==> src/design/tmr_pkg.sv <==
`default_nettype none
package tmr_pkg;
    // ==========================================
    // register offsets
    localparam logic [2:0] TMR_OFF_CONTROL_A = 3'h0;
    localparam logic [2:0] TMR_OFF_COUNT = 3'h1;
    localparam logic [2:0] TMR_OFF_COMPARE = 3'h2;
    localparam logic [2:0] TMR_OFF_MASK = 3'h3;
    localparam logic [2:0] TMR_OFF_FLAGS = 3'h4;
    // ==========================================
    // field positions
    localparam int TMR_BIT_FORCE = 7;
    localparam int TMR_BIT_WGM_HI = 6;
    localparam int TMR_BIT_WGM_LO = 3;
    localparam int TMR_BIT_COM_HI = 5;
    localparam int TMR_BIT_COM_LO = 4;
    localparam int TMR_BIT_CMP = 1;
    localparam int TMR_BIT_OVF = 0;
    localparam logic [7:0] TMR_CTRL_MASK = 8'h7f;
    localparam logic [7:0] TMR_IRQ_MASK = 8'h03;
    // ==========================================
    // values
    localparam logic [7:0] TMR_MAX = 8'hff;
    localparam logic [7:0] TMR_BOTTOM = 8'h00;
    localparam logic [7:0] TMR_RESET_BYTE = 8'h00;
    localparam logic [9:0] TMR_DIV8 = 10'h007;
    localparam logic [9:0] TMR_DIV64 = 10'h03f;
    localparam logic [9:0] TMR_DIV256 = 10'h0ff;
    localparam logic [9:0] TMR_DIV1024 = 10'h3ff;
    typedef enum logic [1:0] {TMR_NORMAL, TMR_PWM_PC, TMR_CTC, TMR_PWM_FAST} tmr_mode_t;
    typedef enum logic [1:0] {TMR_COM_OFF, TMR_COM_TOGGLE, TMR_COM_CLEAR, TMR_COM_SET} tmr_com_t;
    typedef struct packed {
        logic [2:0] addr;
        logic [7:0] wdata;
        logic wr;
        logic rd;
    } tmr_bus_t;
endpackage
`default_nettype wire

==> src/design/tmr_timer8.sv <==
// Decided for this implementation: the placing of the registers and strobed register access.
`default_nettype none
// Contract
// - writing force bit forces immediate compare event on output per output mode
// - force strobe acts only in normal and clear-on-compare modes
// - forced compare sets no flag and never clears counter
// - force bit always reads zero
// - mode field bits 6,3: normal, phase-correct, clear-on-compare, fast
// - TOP 0xff except compare value in clear-on-compare; overflow point per mode
// - compare writes immediate in non-PWM, buffered until TOP in PWM
// - nonzero output mode overrides port; software sets direction bit; here value 01 in the PWM modes does not override
// - non-PWM output modes: off, toggle, clear, set on match
// - fast PWM: off, reserved, clear-match/set-TOP, set-match/clear-TOP
// - phase-correct: off, reserved, clear up-match/set down-match, or inverse
// - PWM with compare equal TOP and high bit: match ignored, TOP action kept
// - clock select: stop, /1, /8, /64, /256, /1024, pin fall, pin rise
// - pin edges count even when pin is an output
// - counter is read and written by software
// - counter write blocks compare match on next timer tick
// - compare register compared continuously, equality sets compare flag
// - compare interrupt when enable, global bit and flag all one
// - overflow interrupt when enable, global bit and flag all one
// - compare flag cleared by vector acknowledge or writing one
// - overflow flag cleared by vector acknowledge or writing one
// - phase-correct sets overflow at direction change at zero
// - normal and clear-on-compare set overflow on wrap from MAX
// - fast PWM counts to MAX then clears next tick
module tmr_timer8
    import tmr_pkg::*;
(
    input wire logic sys_clk,
    input wire logic resetn,
    input wire tmr_bus_t bus,
    output logic [7:0] rdata,
    input wire logic global_irq_enable,
    input wire logic compare_irq_ack,
    input wire logic overflow_irq_ack,
    output logic compare_irq,
    output logic overflow_irq,
    input wire logic external_count_pin,
    output logic compare_output_pin,
    output logic compare_output_override
);
    // ==========================================
    // registers
    logic [7:0] ctrl_r;
    logic [7:0] count_r;
    logic [7:0] cmp_r;
    logic [7:0] cmp_buf_r;
    logic [1:0] mask_r;
    logic cmp_flag_r;
    logic ovf_flag_r;
    logic [9:0] presc_r;
    logic ext_d_r;
    logic down_r;
    logic block_r;
    logic oc_r;

    tmr_mode_t mode;
    tmr_com_t com;
    logic [2:0] clock_select_field;
    logic pwm;
    logic tick;
    logic [7:0] top;
    logic match;
    logic at_top;
    logic wr_ctrl;
    logic wr_count;
    logic wr_cmp;
    logic force_compare_strobe;
    logic cmp_set;
    logic ovf_set;
    logic [7:0] count_nxt;
    logic [1:0] force_com;
    logic force_pwm;
    logic fast_top_hit;
    logic pc_top_hit;
    logic wr_flags;
    logic wr_mask;
    logic clr_cmp;
    logic clr_ovf;
    logic [7:0] rdata_nxt;

    function automatic logic hit(input logic [2:0] a, input logic [2:0] off, input logic st);
        return st && (a == off);
    endfunction

    assign mode = tmr_mode_t'({ctrl_r[TMR_BIT_WGM_HI], ctrl_r[TMR_BIT_WGM_LO]});
    assign com = tmr_com_t'({ctrl_r[TMR_BIT_COM_HI], ctrl_r[TMR_BIT_COM_LO]});
    assign clock_select_field = ctrl_r[2:0];
    assign pwm = (mode == TMR_PWM_PC) || (mode == TMR_PWM_FAST);
    assign wr_ctrl = hit(bus.addr, TMR_OFF_CONTROL_A, bus.wr);
    assign wr_count = hit(bus.addr, TMR_OFF_COUNT, bus.wr);
    assign wr_cmp = hit(bus.addr, TMR_OFF_COMPARE, bus.wr);
    // the strobe acts on the fields written beside it, not on the old ones
    assign force_com = bus.wdata[TMR_BIT_COM_HI:TMR_BIT_COM_LO];
    // low mode bit set means one of the two PWM modes
    assign force_pwm = bus.wdata[TMR_BIT_WGM_LO];
    // force ignored in PWM modes; software keeps it zero there anyway
    assign force_compare_strobe = wr_ctrl && bus.wdata[TMR_BIT_FORCE] && !force_pwm;

    // ==========================================
    // clock select
    always_ff @(posedge sys_clk or negedge resetn)
    begin
        if (!resetn)
            presc_r <= 10'h000;
        else
            presc_r <= presc_r + 10'h001;
    end

    // pin sampled regardless of its direction
    always_ff @(posedge sys_clk or negedge resetn)
    begin
        if (!resetn)
            ext_d_r <= 1'b0;
        else
            ext_d_r <= external_count_pin;
    end

    always_comb
    begin
        unique case (clock_select_field)
            3'h0: tick = 1'b0;
            3'h1: tick = 1'b1;
            3'h2: tick = (presc_r[2:0] == TMR_DIV8[2:0]);
            3'h3: tick = (presc_r[5:0] == TMR_DIV64[5:0]);
            3'h4: tick = (presc_r[7:0] == TMR_DIV256[7:0]);
            3'h5: tick = (presc_r == TMR_DIV1024);
            3'h6: tick = ext_d_r && !external_count_pin;
            3'h7: tick = !ext_d_r && external_count_pin;
        endcase
    end

    assign top = (mode == TMR_CTC) ? cmp_r : TMR_MAX;
    assign at_top = (count_r == top);
    // compare equal TOP with high bit set in PWM: no match action
    assign match = tick && !block_r && (count_r == cmp_r)
                   && !(pwm && com[1] && (cmp_r == TMR_MAX));

    // ==========================================
    // control and compare registers
    always_ff @(posedge sys_clk or negedge resetn)
    begin
        if (!resetn)
            ctrl_r <= TMR_RESET_BYTE;
        else if (wr_ctrl)
            ctrl_r <= bus.wdata & TMR_CTRL_MASK;
    end

    always_ff @(posedge sys_clk or negedge resetn)
    begin
        if (!resetn)
            cmp_buf_r <= TMR_RESET_BYTE;
        else if (wr_cmp)
            cmp_buf_r <= bus.wdata;
    end

    // immediate in non-PWM, loaded at TOP tick in PWM
    always_ff @(posedge sys_clk or negedge resetn)
    begin
        if (!resetn)
            cmp_r <= TMR_RESET_BYTE;
        else if (!pwm && wr_cmp)
            cmp_r <= bus.wdata;
        else if (!pwm)
            cmp_r <= cmp_buf_r;
        else if (tick && at_top)
            cmp_r <= cmp_buf_r;
    end

    // block next tick's match after counter write
    always_ff @(posedge sys_clk or negedge resetn)
    begin
        if (!resetn)
            block_r <= 1'b0;
        else if (wr_count)
            block_r <= 1'b1;
        else if (tick)
            block_r <= 1'b0;
    end

    // ==========================================
    // counter
    // software write has priority over counting
    // fast PWM wraps MAX to zero; force never clears counter
    always_comb
    begin
        count_nxt = count_r;
        if (wr_count)
            count_nxt = bus.wdata;
        else if (tick)
        begin
            if (mode == TMR_PWM_PC)
                count_nxt = down_r ? count_r - 8'h01 : count_r + 8'h01;
            else if (at_top)
                count_nxt = TMR_BOTTOM;
            else
                count_nxt = count_r + 8'h01;
        end
    end

    always_ff @(posedge sys_clk or negedge resetn)
    begin
        if (!resetn)
            count_r <= TMR_BOTTOM;
        else
            count_r <= count_nxt;
    end

    always_ff @(posedge sys_clk or negedge resetn)
    begin
        if (!resetn)
            down_r <= 1'b0;
        else if (mode != TMR_PWM_PC)
            down_r <= 1'b0;
        else if (tick && count_r == TMR_MAX - 8'h01 && !down_r)
            down_r <= 1'b1;
        else if (tick && count_r == TMR_BOTTOM + 8'h01 && down_r)
            down_r <= 1'b0;
    end

    // ==========================================
    // waveform output

    // non-PWM action of the output field, shared by match and force
    function automatic logic com_action(input tmr_com_t c, input logic cur);
        logic nxt;
        nxt = cur;
        unique case (c)
            TMR_COM_OFF: nxt = cur;
            TMR_COM_TOGGLE: nxt = !cur;
            TMR_COM_CLEAR: nxt = 1'b0;
            TMR_COM_SET: nxt = 1'b1;
        endcase
        return nxt;
    endfunction

    assign fast_top_hit = (mode == TMR_PWM_FAST) && com[1] && tick && at_top;

    // compare at MAX: match ignored, level set as if down-match
    assign pc_top_hit = (mode == TMR_PWM_PC) && com[1] && tick
                        && (count_r == TMR_MAX) && (cmp_r == TMR_MAX);

    always_ff @(posedge sys_clk or negedge resetn)
    begin
        if (!resetn)
            oc_r <= 1'b0;
        else if (force_compare_strobe)
            oc_r <= com_action(tmr_com_t'(force_com), oc_r);
        else if (!pwm && match)
            oc_r <= com_action(com, oc_r);
        else if (fast_top_hit)
            oc_r <= !com[0];
        else if (mode == TMR_PWM_FAST && com[1] && match)
            oc_r <= com[0];
        else if (mode == TMR_PWM_PC && com[1] && match)
            oc_r <= down_r ? !com[0] : com[0];
        else if (pc_top_hit)
            oc_r <= !com[0];
    end

    // override when field nonzero, except toggle value in PWM modes; direction bit kept outside
    assign compare_output_override = (com == TMR_COM_TOGGLE) ? !pwm : (com != TMR_COM_OFF);
    assign compare_output_pin = oc_r;

    // ==========================================
    // flags and interrupts

    // match sets flag; force does not
    assign cmp_set = match;

    // phase-correct at bottom; wrap from MAX elsewhere
    assign ovf_set = tick && ((mode == TMR_PWM_PC) ? (down_r && count_r == TMR_BOTTOM + 8'h01)
                                                  : (mode == TMR_CTC ? count_r == TMR_MAX : at_top));

    assign wr_flags = hit(bus.addr, TMR_OFF_FLAGS, bus.wr);
    assign wr_mask = hit(bus.addr, TMR_OFF_MASK, bus.wr);

    assign clr_cmp = compare_irq_ack || (wr_flags && bus.wdata[TMR_BIT_CMP]);

    assign clr_ovf = overflow_irq_ack || (wr_flags && bus.wdata[TMR_BIT_OVF]);

    // set wins over clear so that no event is lost to a late acknowledge
    always_ff @(posedge sys_clk or negedge resetn)
    begin
        if (!resetn)
            cmp_flag_r <= 1'b0;
        else if (cmp_set)
            cmp_flag_r <= 1'b1;
        else if (clr_cmp)
            cmp_flag_r <= 1'b0;
    end

    always_ff @(posedge sys_clk or negedge resetn)
    begin
        if (!resetn)
            ovf_flag_r <= 1'b0;
        else if (ovf_set)
            ovf_flag_r <= 1'b1;
        else if (clr_ovf)
            ovf_flag_r <= 1'b0;
    end

    // reserved mask bits are not stored, so they read zero
    always_ff @(posedge sys_clk or negedge resetn)
    begin
        if (!resetn)
            mask_r <= 2'b00;
        else if (wr_mask)
            mask_r <= bus.wdata[1:0];
    end

    assign compare_irq = mask_r[TMR_BIT_CMP] && global_irq_enable && cmp_flag_r;

    assign overflow_irq = mask_r[TMR_BIT_OVF] && global_irq_enable && ovf_flag_r;

    // ==========================================
    // read port

    // force bit reads zero via control mask
    always_comb
    begin
        rdata_nxt = TMR_RESET_BYTE;
        if (bus.rd)
        begin
            unique case (bus.addr)
                TMR_OFF_CONTROL_A: rdata_nxt = ctrl_r & TMR_CTRL_MASK;
                TMR_OFF_COUNT: rdata_nxt = count_r;
                TMR_OFF_COMPARE: rdata_nxt = cmp_buf_r;
                TMR_OFF_MASK: rdata_nxt = {6'h00, mask_r};
                TMR_OFF_FLAGS: rdata_nxt = {6'h00, cmp_flag_r, ovf_flag_r};
                default: rdata_nxt = TMR_RESET_BYTE;
            endcase
        end
    end

    // data stands one cycle only; idle zero keeps stale values off the bus
    always_ff @(posedge sys_clk or negedge resetn)
    begin
        if (!resetn)
            rdata <= TMR_RESET_BYTE;
        else
            rdata <= rdata_nxt;
    end

endmodule // tmr_timer8
`default_nettype wire

==> config.mk <==
export PLATFORM = sky130hd
export DESIGN_NAME = tmr_timer8
export DESIGN_NICKNAME = d
export VERILOG_FILES = /design/src/design/tmr_pkg.sv /design/src/design/tmr_timer8.sv
export SDC_FILE = /design/constraint.sdc
export NUM_CORES = 1
export LEC_CHECK = 0
export ABC_AREA = 1
export BUFFER_PORTS_ARGS = -buffer_cell sky130_fd_sc_hd__buf_2
export CAP_MARGIN = 10
export CORE_MARGIN = 1.5
export CORE_UTILIZATION = 35
export CTS_CLUSTER_DIAMETER = 120
export DETAILED_ROUTE_END_ITERATION = 8
export HOLD_SLACK_MARGIN = 0.02
export SLEW_MARGIN = 20
export SYNTH_ARGS = -nofsm -noshare
export SYNTH_HDL_FRONTEND = slang
export SYNTH_SLANG_ARGS = --single-unit
==> constraint.sdc <==
create_clock -name sys_clk -period 1.9 [get_ports sys_clk]
set_input_delay 0.475 -clock sys_clk [delete_from_list [all_inputs] [get_ports sys_clk]]
set_output_delay 0.475 -clock sys_clk [all_outputs]
set_load 0.01 [all_outputs]
# == Word level (Yosys, flattened, before mapping) ==
# Cells that the tools add are included.
# classes
eq_ne,34
n_reduce_logical,61
div,0
n_shift,0
n_mux,33
add_sub_neg,3
n_mul,0
bitwise,0
n_lt_le_gt_ge,0
# ops
cell,n
$mux 8,10
$pmux 8 s5,1
$logic_and 1x1->1,38
$eq 8x8->1 const B,4
$mux 1,19
$eq 3x3->1 const B,6
$eq 8x8->1,2
$eq 2x2->1 const B,6
$eq 3x2->1 const B,4
$add 10x1->10 const B,1
$eq 10x10->1 const B,1
$logic_not 1->1,9
$add 8x1->8 const B,1
$eq 8x1->1 const B,1
$pmux 1 s8,1
$reduce_bool 2->1,4
$sub 8x1->8 const B,1
$eq 2x1->1 const B,3
$eq 3x1->1 const B,2
$eq 6x6->1 const B,1
$logic_not 3->1,2
$pmux 1 s3,2
$reduce_bool 6->1,1
$logic_not 2->1,2
7 further kinds,9
# totals
ff_bits,57
latchBits,0
wordCells,144
mem_bits_ro,0
out_inout_bits,12
n_memories,0
input_bits,19
ramBits,0

# == Longest topological paths before layout ==
# logic_depth
depth_word,12
mapped_depth,15
mapped_depth_nobuf,15

# == Least setup slack after synthesis ==
# Ideal clock, no wire load.
# synth_timing
path_type,register to register
startpoint,register presc_r[0]
endpoint,register count_r[1]
n_path_buf,1
slack_ns,0.145
path_stages_with_launch,12
arrival_ns,1.613
path_cell_list,dfrtp_1 > ha_1 > ha_1 > nand2_1 > a21oi_1 > o21ai_0 > nand2_2 > buf_4 > inv_1 > nand2_2 > o2111ai_1 > o221ai_1
# synth_between
elab_chain_cells,3
elab_cells_between_ends,6
# synth_rtl
element,line,text
from (decl),tmr_timer8.sv:53,logic [9:0] presc_r;
from (signal assigned),tmr_timer8.sv:109,presc_r <= presc_r + 10'h001;
"$eq 10x10->1, or another cell as far along",tmr_timer8.sv:129,3'h5: tick = (presc_r == TMR_DIV1024);
$pmux 1 s8 *,tmr_timer8.sv:123,unique case (clock_select_field)
$reduce_bool 2->1 (no line) *,n/a,
to (signal assigned),tmr_timer8.sv:208,count_r <= count_nxt;
to (decl),tmr_timer8.sv:47,logic [7:0] count_r;
# Mark *: on every way between the ends. The rest lies on a longest branch, timed or not.
# A chain may end at the register's enable or synchronous reset.

# == Final worst setup path ==
# layout_timing
startpoint,register presc_r[1]
endpoint,"register oc_r, in the netlist compare_output_pin"
# layout_between
elab_chain_cells,11
elab_cells_between_ends,24
# layout_rtl
element,line,text
"$eq 10x10->1, or another cell as far along",tmr_timer8.sv:129,
$pmux 1 s8 *,tmr_timer8.sv:123,
$logic_and 1x1->1 (2 in a row),tmr_timer8.sv:138,assign match = tick && !block_r && (count_r == cmp_r)
$logic_and 1x1->1,tmr_timer8.sv:139,&& !(pwm && com[1] && (cmp_r == TMR_MAX));
$logic_and 1x1->1,tmr_timer8.sv:257,else if (mode == TMR_PWM_PC && com[1] && match)
$mux 1,tmr_timer8.sv:257,
$mux 1,tmr_timer8.sv:255,else if (mode == TMR_PWM_FAST && com[1] && match)
$mux 1,tmr_timer8.sv:253,else if (fast_top_hit)
$mux 1,tmr_timer8.sv:251,else if (!pwm && match)
$mux 1,tmr_timer8.sv:249,else if (force_compare_strobe)
to (signal assigned),tmr_timer8.sv:250,"oc_r <= com_action(tmr_com_t'(force_com), oc_r);"
to (signal assigned),tmr_timer8.sv:252,"oc_r <= com_action(com, oc_r);"
to (signal assigned),tmr_timer8.sv:254,oc_r <= !com[0];
to (decl),tmr_timer8.sv:57,logic oc_r;
# Marks and branches as above.

==> impl_metrics.csv <==
group,metric,value,unit
final_layout,area_growth,28.9,%
power_and_ir_drop,power.share.clock,27.0,%
power_and_ir_drop,p_switching,1.93,mW
placement,dp.cells,663,
floorplan,rows,35,
global_routing,first_global_vias,3202,
global_routing,grt_pass1_wl,15800,um
routing,routed_wl,10200,um
critical_path,critPathCaptureType,"flop",
timing,tightestPinTransition,0.445,ns
critical_path,critPathArrivalTime,2.03,ns
final_layout,drive_above_1_share,24.3,%
final_layout,diodes,0,
placement,post-place-ws,-0.0469,ns
cts,postCtsHoldBufs,0,
global_routing,antenna_found_initial,0,
routing,drc,0,
timing,finalHoldViolations,0,
timing,period_needed,1.80,ns
cts,htreeDepth,3,
routing,drt-pass1-iter-count,5,
synthesis,yosys_register_bits,57,
cts,clkTransAtPathRegs,0.08,ns
power_and_ir_drop,netSwitchingFraction,39.8,%
synthesis,syn_area_per_cell,7.19,um^2
floorplan,coreArea,9330,um^2
routing,post_drt_wl_per_cell,14.8,um
routing,routed-via-count,3474,
placement,dp.final_hpwl,7680,um
power_and_ir_drop,p_seq_share,35.0,%
synthesis,syn_inst,474,
timing,setup_viol,0,
critical_path,r2r-start,"presc_r[1]",
synthesis,seq_area_frac_synth,41.9,%
global_routing,grt_max_degree,58,
placement,io_buffers,30,
cts,tritoncts,"yes",
critical_path,critPathKind,"flop to flop",
outcome,status,"finished, final reports clean",
min_path,hp-class,"input port to asynchronous set/reset pin",
routing,drt_iter0_markers,199,
placement,place_congestion,0.953,
routing,ant_nets,0,
timing,finalSetupTns,0,ns
timing,fmax,557,MHz
power_and_ir_drop,combPwrFrac,38.0,%
synthesis,netlist_area,3410,um^2
timing,clock_skew,0.0108,ns
timing,maxSlewHeadroom,70.3,%
critical_path,cp-start-kind,"flop",
floorplan,dieWidth,102,um
floorplan,die_area,10300,um^2
critical_path,reg2reg_slack,0.10,ns
cts,cts-root-buf,"clkbuf_8",
cts,clock_latency,0.35,ns
synthesis,yosysUniqueCellTypes,29,
floorplan,dieHeight,102,um
cts,ctsLongestPathBuffers,2,
power_and_ir_drop,leakagePower,2.22,nW
floorplan,initial_core_util,36.5,%
cts,clock_sinks,57,
power_and_ir_drop,vdd_drop_max,0.000469,V
critical_path,worst-path-max-fanout,5,
power_and_ir_drop,powerDensity,1100,nW/um^2
routing,vias_per_cell,5.05,
global_routing,grt.overflow.total,0,
final_layout,layoutNonFillerInstCount,688,
timing,min_period_over_period,94.5,%
power_and_ir_drop,power,4.84,mW
floorplan,io_pins,31,
critical_path,r2r-end,"compare_output_pin",
flow_run,maxCapViolations,0,
final_layout,n_fill_cell,929,
cts,numCtsBuffers,9,
synthesis,synth_nets,499,
timing,slew_viol_final,0,
critical_path,required,2.14,ns
power_and_ir_drop,p_int,2.92,mW
critical_path,rr_worst_depth,14,
global_routing,grt_usage,20.2,%
synthesis,ys_warn_count,0,
final_layout,layout.nets,579,
timing,layout_setup_ws,0.105,ns
-- layer usage --
metal / routed length [um] / part of all wire [%] / vias up / track usage (%)
met1: 4650 / 46 / 1648 / 27.1
met3: 541 / 5.3 / 13 / 4.49
met5: 0 / 0 / - / 0
li1: - / - / 1705 / -
met2: 4810 / 47 / 108 / 32.4
met4: 163 / 1.6 / 0 / 6.62
-- cells in the mapped netlist --
library cell / count / area, um^2
o32ai_1: 2 / 17.5
xor2_1: 6 / 52.6
nor2_2: 2 / 12.5
nor2_1: 37 / 139
o2111ai_1: 1 / 8.76
nand3_1: 22 / 110
nor3_1: 12 / 60.1
a221oi_1: 2 / 17.5
xnor2_1: 4 / 35.0
a21oi_1: 10 / 50.1
clkbuf_1: 5 / 18.8
o21ai_1: 7 / 35.0
or2_2: 1 / 6.26
o221ai_1: 12 / 105
o211ai_1: 1 / 7.51
o22ai_2: 1 / 12.5
nand4_1: 8 / 50.1
buf_6: 2 / 22.5
nand2_2: 6 / 37.5
o22ai_1: 2 / 12.5
o21ai_0: 49 / 245
ha_1: 6 / 75.1
o21ai_2: 3 / 26.3
inv_2: 3 / 11.3
nand2_1: 147 / 552
dfrtp_1: 57 / 1430
inv_1: 64 / 240
nor2_4: 1 / 11.3
buf_4: 1 / 7.51
-- flip-flops by register name (all words and copies together), names as in the netlist --
| register | cells |
|---|---|
| cmp_flag_r | 1 |
| rdata | 8 |
| mask_r | 2 |
| count_r | 8 |
| down_r | 1 |
| cmp_r | 8 |
| ext_d_r | 1 |
| presc_r | 10 |
| ovf_flag_r | 1 |
| compare_output_pin | 1 |
| ctrl_r | 7 |
| block_r | 1 |
| cmp_buf_r | 8 |
-- cells by family after synthesis --
logic type	count (synthesis)	synth area share (%)
and+or+nand+nor	236	28.7
AOI/OAI and AO/OA	90	15.8
buffers and inverters	75	8.82
DFF	57	41.9
xor gates and xnor gates	10	2.57
adders and majority gates	6	2.20
-- area by class of cell --
type	instances	area, um^2	share of cell area (%)
well taps	129	161	3.68
flip-flops and latches	57	1430	32.5
clock buffers	9	124	2.82
clock inverters	7	103	2.34
repair buffers	75	517	11.8
inverters	67	251	5.73
multi-input cells	344	1810	41.1
-- placed cells by master (no fill, tap or decap), drive strengths merged, types with 8 or more instances in the layout --
cell type	instances
nand3	22
dfrtp	57
nand2	155
nor2	40
inv	69
o21ai	59
a21oi	10
nand4	8
o221ai	12
clkbuf	9
nor3	12
buf	75
-- power groups by stage --
stage | logic [mW] | registers [mW] | clock network [mW]
floorplan | 1.08 | 1.64 | 0
global placement | 1.67 | 1.71 | 0
detailed placement | 1.69 | 1.71 | 0
CTS | 1.72 | 1.69 | 1.33
global route | 2.04 | 1.72 | 1.38
finish | 1.84 | 1.70 | 1.31
-- worst max-delay path, stage by stage (launching register included) --
cell and delay (ns):
dfrtp_1 0.39, ha_4 0.17, inv_2 0.06, nor2_4 0.10, nand2_2 0.07, o21ai_2 0.15
nand2_2 0.10, nand2_4 0.11, nand3_2 0.09, nor2_2 0.14, nand3_1 0.07, nand2_1 0.10
nor2_1 0.05, nand2_1 0.06, nand2_1 0.04
-- stage by stage --
step / utilization, % / hold slack [ns] / area [um^2]
detailed placement: 42.7 / 0.463 / 3980
floorplan: - / 0.179 / 3410
CTS: 45.4 / 0.129 / 4240
global route: 47.1 / 0.143 / 4390
finish: 47.1 / 0.119 / 4390
global placement: 42.7 / 0.467 / 3980
-- worst max path at each step --
stage / startpoint / to
6_report: presc_r[1] / compare_output_pin
5_1_grt: presc_r[1] / compare_output_pin
4_1_cts: presc_r[1] / compare_output_pin
3_5_place_dp: presc_r[1] / compare_output_pin
3_3_place_gp: bus[12] / compare_output_pin
2_1_floorplan: presc_r[0] / count_r[1]
-- repair_timing --
| action | in CTS | in global routing |
|---|---|---|
| resized for setup | 6 | 30 |
| setup endpoints to repair | 2 | 17 |
| buffers inserted | 1 | 6 |
| gates cloned | 1 | 1 |
| pin swaps | 1 | 10 |
Note: power is estimated with default switching activity, not from simulation.
